--- src/occ_pkg.sv ---
package occ_pkg;

  // ****************************
  // Register offsets (bytes)
  // ****************************
  localparam logic [7:0] OFS_IEN_SET = 8'h00;
  localparam logic [7:0] OFS_IEN_CLR = 8'h04;
  localparam logic [7:0] OFS_IFLAG   = 8'h08;
  localparam logic [7:0] OFS_STATUS  = 8'h0C;
  localparam logic [7:0] OFS_FAST    = 8'h10;
  localparam logic [7:0] OFS_SLOW    = 8'h14;
  localparam logic [7:0] OFS_DEBUG   = 8'h18;

  // ****************************
  // Control field positions
  // ****************************
  localparam int POS_EN   = 1;
  localparam int POS_XTAL = 2;
  localparam int POS_AMP  = 3;
  localparam int POS_RSB  = 6;
  localparam int POS_OND  = 7;
  localparam int POS_GAIN = 8;
  localparam int POS_SU   = 12;
  localparam int GAIN_W   = 3;
  localparam int SU_W     = 4;
  localparam int CNT_W    = 16;
  localparam int NOSC     = 2;

  // Oscillator index
  localparam int IX_FAST = 0;
  localparam int IX_SLOW = 1;

  // Reset values
  localparam logic RST_OND = 1'b1;

  // ****************************
  // Sleep modes
  // ****************************
  typedef enum logic [2:0] {
    OCC_ACTIVE  = 3'h1,
    OCC_IDLE    = 3'h2,
    OCC_STANDBY = 3'h4
  } occ_sleep_e;

  typedef logic [CNT_W-1:0] occ_cnt_t;

endpackage : occ_pkg
--- src/occ_ctrl.sv ---
// The register offsets and the Avalon-MM slave port were left to the implementer.
module occ_ctrl
  import occ_pkg::*;
(
  // Clock and resets
  input  wire logic              core_clk_in,
  input  wire logic              sys_rst_in,
  input  wire logic              por_in,
  // Avalon-MM slave
  input  wire logic [7:0]        avs_address_in,
  input  wire logic              avs_read_in,
  input  wire logic              avs_write_in,
  input  wire logic [31:0]       avs_writedata_in,
  input  wire logic [3:0]        avs_byteenable_in,
  output logic      [31:0]       avs_readdata_out,
  output logic                   avs_waitrequest_out,
  // Access protection
  input  wire logic              wr_protect_in,
  input  wire logic              dbg_access_in,
  // Sleep and requests
  input  wire logic [2:0]        sleep_mode_in,
  input  wire logic [NOSC-1:0]   periph_req_in,
  // Oscillator side
  input  wire logic [NOSC-1:0]   osc_clk_in,
  output logic      [NOSC-1:0]   osc_run_out,
  output logic      [NOSC-1:0]   osc_clk_ok_out,
  output logic      [NOSC-1:0]   osc_xtal_out,
  output logic      [GAIN_W-1:0] fast_gain_out,
  output logic                   fast_auto_amp_out,
  output logic                   ulp_run_out,
  // Pin takeover
  output logic      [NOSC-1:0]   in_pin_own_out,
  output logic      [NOSC-1:0]   out_pin_own_out,
  // Debug and brown-out
  input  wire logic              cold_plug_in,
  input  wire logic              supply_bod_rst_in,
  input  wire logic              core_bod_rst_in,
  output logic                   supply_bod_rst_out,
  output logic                   core_bod_rst_out,
  // Interrupt
  output logic                   irq_out
);

  // ****************************
  // State
  // ****************************
  typedef struct packed {
    logic [NOSC-1:0]            en;
    logic [NOSC-1:0]            xtal;
    logic [NOSC-1:0]            rsb;
    logic [NOSC-1:0]            ond;
    logic                       amp;
    logic [GAIN_W-1:0]          gain;
    logic [NOSC-1:0][SU_W-1:0]  su;
    logic [NOSC-1:0]            inten;
    logic [NOSC-1:0]            flag;
    logic [NOSC-1:0]            rdy;
    logic [NOSC-1:0][CNT_W-1:0] cnt;
    logic [NOSC-1:0]            ck1;
    logic [NOSC-1:0]            ck2;
    logic [NOSC-1:0]            ck3;
    logic [1:0]                 bod1;
    logic [1:0]                 bod2;
    logic                       cold1;
    logic                       cold2;
    logic                       cold;
    logic                       ack;
    logic [31:0]                rdata;
  } occ_st_s;

  localparam occ_st_s ST_RST = '{
    ond:     {NOSC{RST_OND}},
    default: '0
  };

  occ_st_s q;
  occ_st_s d;

  logic [NOSC-1:0] run;
  logic            req;
  logic            wr_go;
  logic            wr_ok;

  // ****************************
  // Sleep policy
  // ****************************
  // Nothing here looks at a processor halt
  // so debug halt never freezes it
  always_comb begin
    for (int i = 0; i < NOSC; i++) begin
      case (sleep_mode_in)
        OCC_ACTIVE:  run[i] = q.en[i];
        OCC_IDLE:    run[i] = q.en[i] &
                              (~q.ond[i] | periph_req_in[i]);
        OCC_STANDBY: run[i] = q.en[i] & q.rsb[i] &
                              (~q.ond[i] | periph_req_in[i]);
        default:     run[i] = q.en[i];
      endcase
    end
  end

  // ****************************
  // Bus helpers
  // ****************************
  assign req   = avs_read_in | avs_write_in;
  assign wr_go = avs_write_in & q.ack;
  // Flag register ignores protection
  // Debugger bypasses protection
  assign wr_ok = ~wr_protect_in | dbg_access_in;

  function automatic logic [31:0] ctrl_rd(
    input occ_st_s s,
    input int      i
  );
    logic [31:0] v;
    v = '0;
    v[POS_EN]   = s.en[i];
    v[POS_XTAL] = s.xtal[i];
    v[POS_RSB]  = s.rsb[i];
    v[POS_OND]  = s.ond[i];
    v[POS_SU +: SU_W] = s.su[i];
    if (i == IX_FAST) begin
      v[POS_AMP] = s.amp;
      v[POS_GAIN +: GAIN_W] = s.gain;
    end
    return v;
  endfunction : ctrl_rd

  function automatic logic [31:0] merge(
    input logic [31:0] old,
    input logic [31:0] wd,
    input logic [3:0]  be
  );
    logic [31:0] m;
    m = {{8{be[3]}}, {8{be[2]}}, {8{be[1]}}, {8{be[0]}}};
    return (old & ~m) | (wd & m);
  endfunction : merge

  // ****************************
  // Next state
  // ****************************
  always_comb begin
    logic [31:0]     rv;
    logic [31:0]     wv;
    logic [NOSC-1:0] rise;
    logic [NOSC-1:0] clr;
    occ_st_s         keep;
    rv   = '0;
    wv   = '0;
    rise = '0;
    clr  = '0;
    keep = ST_RST;
    d    = q;

    // Single wait state on every access
    d.ack = req & ~q.ack;

    // Synchronisers
    d.ck1   = osc_clk_in;
    d.ck2   = q.ck1;
    d.ck3   = q.ck2;
    d.bod1  = {core_bod_rst_in, supply_bod_rst_in};
    d.bod2  = q.bod1;
    d.cold1 = cold_plug_in;
    d.cold2 = q.cold1;
    // Cold-plug latched until power-on
    d.cold  = q.cold | q.cold2;

    // Start-up counting on oscillator edges
    for (int i = 0; i < NOSC; i++) begin
      if (!run[i]) begin
        d.cnt[i] = '0;
        d.rdy[i] = 1'b0;
      end else begin
        if (q.ck2[i] && !q.ck3[i] && !q.rdy[i]) begin
          d.cnt[i] = q.cnt[i] + occ_cnt_t'(1);
        end
        d.rdy[i] = q.rdy[i] |
                   (q.cnt[i] >= (occ_cnt_t'(1) << q.su[i]));
      end
      rise[i] = d.rdy[i] & ~q.rdy[i];
    end

    // Register read capture
    case (avs_address_in)
      OFS_IEN_SET,
      OFS_IEN_CLR: rv = 32'(q.inten);
      OFS_IFLAG:   rv = 32'(q.flag);
      OFS_STATUS:  rv = {29'h0, 1'b1, q.rdy};
      OFS_FAST:    rv = ctrl_rd(q, IX_FAST);
      OFS_SLOW:    rv = ctrl_rd(q, IX_SLOW);
      OFS_DEBUG:   rv = 32'(q.cold);
      default:     rv = '0;
    endcase
    if (avs_read_in && !q.ack) begin
      d.rdata = rv;
    end

    // Register writes
    wv = merge(rv, avs_writedata_in, avs_byteenable_in);
    if (wr_go && avs_address_in == OFS_IFLAG) begin
      clr = wv[NOSC-1:0];
    end
    if (wr_go && wr_ok) begin
      case (avs_address_in)
        OFS_IEN_SET: d.inten = q.inten | wv[NOSC-1:0];
        OFS_IEN_CLR: d.inten = q.inten & ~wv[NOSC-1:0];
        OFS_FAST,
        OFS_SLOW: begin
          for (int i = 0; i < NOSC; i++) begin
            if (avs_address_in == (i == IX_FAST ? OFS_FAST : OFS_SLOW)) begin
              d.en[i]   = wv[POS_EN];
              d.xtal[i] = wv[POS_XTAL];
              d.rsb[i]  = wv[POS_RSB];
              d.ond[i]  = wv[POS_OND];
              d.su[i]   = wv[POS_SU +: SU_W];
            end
          end
          if (avs_address_in == OFS_FAST) begin
            d.amp  = wv[POS_AMP];
            d.gain = wv[POS_GAIN +: GAIN_W];
          end
        end
        default: ;
      endcase
    end

    // Ready flags: set wins over clear
    d.flag = (q.flag & ~clr) | rise;

    // Slow crystal survives non-power-on resets
    keep.en[IX_SLOW]   = d.en[IX_SLOW];
    keep.xtal[IX_SLOW] = d.xtal[IX_SLOW];
    keep.rsb[IX_SLOW]  = d.rsb[IX_SLOW];
    keep.ond[IX_SLOW]  = d.ond[IX_SLOW];
    keep.su[IX_SLOW]   = d.su[IX_SLOW];
    keep.cnt[IX_SLOW]  = d.cnt[IX_SLOW];
    keep.rdy[IX_SLOW]  = d.rdy[IX_SLOW];
    keep.cold          = d.cold;
    if (sys_rst_in) begin
      d = keep;
    end
    if (por_in) begin
      d = ST_RST;
    end
  end

  always_ff @(posedge core_clk_in) begin
    q <= d;
  end

  // ****************************
  // Outputs
  // ****************************
  assign avs_waitrequest_out = req & ~q.ack;
  assign avs_readdata_out    = q.rdata;
  assign osc_run_out         = run;
  assign osc_clk_ok_out      = q.rdy;
  assign osc_xtal_out        = q.xtal;
  assign fast_gain_out       = q.gain;
  assign fast_auto_amp_out   = q.en[IX_FAST] & q.amp;
  assign ulp_run_out         = 1'b1;
  assign in_pin_own_out      = q.en;
  assign out_pin_own_out     = q.en & q.xtal;
  assign supply_bod_rst_out  = q.bod2[0] & ~q.cold;
  assign core_bod_rst_out    = q.bod2[1] & ~q.cold;
  assign irq_out             = |(q.flag & q.inten);
endmodule : occ_ctrl

--- config.mk ---
export PLATFORM = sky130hd
export DESIGN_NAME = occ_ctrl
export DESIGN_NICKNAME = d
export VERILOG_FILES = /design/src/occ_pkg.sv /design/src/occ_ctrl.sv
export SDC_FILE = /design/constraint.sdc
export NUM_CORES = 1
export LEC_CHECK = 0
export BUFFER_PORTS_ARGS = -buffer_cell sky130_fd_sc_hd__clkbuf_2
export CORE_ASPECT_RATIO = 1.5
export CORE_MARGIN = 4
export CORE_UTILIZATION = 43
export CTS_CLUSTER_DIAMETER = 100
export DETAILED_ROUTE_END_ITERATION = 10
export GPL_TIMING_DRIVEN = 1
export PLACE_DENSITY = 0.64
export SYNTH_ARGS = -nofsm -noshare
export SYNTH_HDL_FRONTEND = slang
export SYNTH_SLANG_ARGS = --single-unit
--- constraint.sdc ---
create_clock -name core_clk_in -period 3.7 [get_ports core_clk_in]
set_clock_uncertainty 0.05 [all_clocks]
set_input_delay 0.37 -clock core_clk_in [delete_from_list [all_inputs] [get_ports core_clk_in]]
set_output_delay 0.37 -clock core_clk_in [all_outputs]
set_load 0.02 [all_outputs]
==> impl_metrics.tcl <==
set metrics [dict create \
    power.density_nw_per_um2 358.6 \
    async_reset_ff_frac 0 \
    crit_type "register to register" \
    synth.distinct_cells 56 \
    cp.depth 7 \
    setup_ws_ps 1191 \
    pre_cts_ws_ps 925.6 \
    dp_cells 753 \
    final_area_sq_um 5416 \
    ys_ff_latch 85 \
    routed_wl_microns 11300 \
    slowest_delay_ps 510 \
    fmax_ghz 0.3985 \
    cts-buffers-inserted 9 \
    synth_ff_type "dfxtp_1" \
    insertion_delay_ps 340 \
    grt_pass1_vias 3922 \
    yosysWarnings 0 \
    leakage_nw 2.156 \
    start_kind "register" \
    stdcell_count 769 \
    arrival_ps 2660 \
    die_x_microns 95.63 \
    path_clk_slew_ps 70 \
    synthCells 586 \
    vias_per_cell 5.303 \
    clkSinkCount 85 \
    overflow 0 \
    synth_top_family_by_area "simple AND/OR/NAND/NOR gates" \
    first_pass_iters 4 \
    grt_usage 0.1749 \
    hold_depth 2 \
    coreArea_sq_um 11170 \
    synth_compound_area_frac 0.1208 \
    antenna_found_initial 0 \
    grt_max_degree 27 \
    ant_nets 0 \
    synth_edf_count 0 \
    die_area_sq_um 13330 \
    hp-class "input pin to register" \
    max_slew.worst_pin.slew_ps 988.5 \
    synth.area.mux_share 0.03663 \
    grt_pass1_wl_microns 18720 \
    postPlaceCellArea_sq_um 5110 \
    slew_violations 0 \
    timing.final.crit_share 0.6782 \
    port_buffers 70 \
    synth_xor_xnor_area_share 0.04952 \
    hold_viol 0 \
    crit_buf_inv 0 \
    cts_root_buffer "clkbuf_16" \
    max-cap-violations 0 \
    htreeDepth 3 \
    hold-worst-slack_ps 182.0 \
    syn_avg_cell_area_sq_um 8.451 \
    synth_adder_area_share 0.08590 \
    cts_hold_buf 0 \
    postCtsResizedCells 0 \
    yosys.area_share.simple 0.2617 \
    cp-end-kind "register" \
    syn_area_sq_um 4952 \
    seq_area_frac_synth 0.3436 \
    fin_tns_setup_ps 0 \
    wl_per_cell_microns 14.70 \
    post_cts_buffers 0 \
    slowest_stage "dfxtp_1" \
    crit_family "simple AND/OR/NAND/NOR gates" \
    drive_gt1_frac 0.1576 \
    n_antenna_cell 0 \
    vdd_drop_max_v 0.0002017 \
    syn2layout_area_growth_pct 9.373 \
    crit_fanout 10 \
    dp_hpwl_microns 8812 \
    rows 47 \
    drc 0 \
    nets 712 \
    drt_iter0_markers 119 \
    start_util 0.4432 \
    synthTopCellsByArea "dfxtp_1 (34%), ha_1 (8.6%), buf_4 (6.5%), nor2_1 (5.2%), nand2_1 (3.6%)" \
    required_ps 3850 \
    cts_tree "yes" \
    min_period_ps 2509 \
    dr_total_vias 4078 \
    report.final.setup_viol 0 \
    cp_cell_sequence "nor2b_1, nand3_1, ha_1, and4_1, a311o_1, nor4_1, o22ai_1" \
    cts_max_path_buffers 2 \
    place.gp.congestion 0.8831 \
    num_io_pins 112 \
    synth_top_area_share 0.3436 \
    die_h_microns 139.4 \
    reg2reg_depth 7 \
    outcome "finished, final reports clean" \
    slew_headroom 0.3340 \
    grt_setup_unrepaired "false" \
    yosys.area.top_type "dfxtp_1" \
]
-- state kept, by name (all words and copies together) (netlist names), named ones only --
| register | count |
|---|---|
| q | 61 |
| avs_readdata_out | 13 |
| fast_gain_out | 3 |
| in_pin_own_out | 2 |
| osc_clk_ok_out | 2 |
| osc_xtal_out | 2 |
-- where the power goes --
group	internal, mW	leakage [nW]	switching (mW)
combinational	0.0305	1.32	0.0681
sequential	0.919	0.686	0.00182
clock	0.533	0.147	0.391
-- logic make-up after synthesis --
logic type | after synthesis
flip-flops | 85
AND/OR/NAND/NOR | 250
XOR/XNOR | 28
AO/OA/AOI/OAI | 89
buffers and inverters | 80
other | 2
adder cells (fa/ha/maj) | 34
multiplexers | 18
-- worst paths after layout --
path                           end          startpoint  slack, ps
setup reg to reg  q[81]$_SDFF_PP0_  q[89]$_SDFFE_PP0P_       1190
setup / recovery  q[81]$_SDFF_PP0_  q[89]$_SDFFE_PP0P_       1190
hold reg to reg   q[43]$_SDFF_PP0_    q[45]$_SDFF_PP0_        370
hold / removal    q[39]$_SDFF_PP0_     core_bod_rst_in        180
-- cell type report --
cell class                 instances  area (sq um)
fill                            1104          5757
sequential                        85          1702
clock inverter                     7         81.33
inverter                          10         37.54
tap                              147         183.9
multi-input combinational        439          2821
timing repair buffer              72         365.4
clock buffer                       9         225.2
-- cell usage in the layout (no fill, tap or decap), types with 6 or more instances in the layout --
master | synthesis | final
a21oi_1 | 33 | 33
xor2_1 | 18 | 18
and4_1 | 7 | 7
conb_1 | 2 | 20
or3_1 | 11 | 11
clkbuf_2 | 0 | 70
xnor2_1 | 10 | 10
nand3_1 | 26 | 26
nand2_1 | 47 | 47
inv_1 | 10 | 10
o21ai_0 | 8 | 8
o211ai_1 | 6 | 6
and2_1 | 18 | 18
nor3_1 | 13 | 13
nand2b_1 | 6 | 6
ha_1 | 34 | 34
dfxtp_1 | 85 | 85
nand4_1 | 12 | 12
and3_1 | 9 | 9
mux2i_1 | 17 | 17
a211oi_1 | 15 | 15
nor2b_1 | 12 | 12
nor2_1 | 68 | 68
clkbuf_16 | 0 | 9
-- cells in the mapped netlist (3+ instances only) --
cell type  number
dfxtp_1        85
nor2_1         68
nand2_1        47
buf_4          43
ha_1           34
a21oi_1        33
nand3_1        26
and2_1         18
clkbuf_1       18
xor2_1         18
mux2i_1        17
a211oi_1       15
nor3_1         13
nand4_1        12
nor2b_1        12
or3_1          11
inv_1          10
xnor2_1        10
and3_1          9
o21ai_0         8
and4_1          7
nand2b_1        6
o211ai_1        6
nor3b_1         5
o21a_1          5
buf_2           4
buf_6           4
nor4_1          4
a211oi_2        3
a21o_1          3
-- metal layers --
layer,part of all wire,GRT usage,up-vias
li1,-,-,2057
met1,0.40,0.2040,1919
met2,0.54,0.3182,89
met3,0.045,0.02808,13
met4,0.014,0.05397,0
met5,0,0,-
-- per-stage QoR --
step / util / power (mW)
3_3_place_gp: 0.4573 / 1.038
2_1_floorplan: - / 1.020
6_report: 0.4848 / 1.942
4_1_cts: 0.4848 / 1.962
5_1_grt: 0.4848 / 2.011
3_5_place_dp: 0.4573 / 1.039
Note: power is estimated with default switching activity, not from simulation.
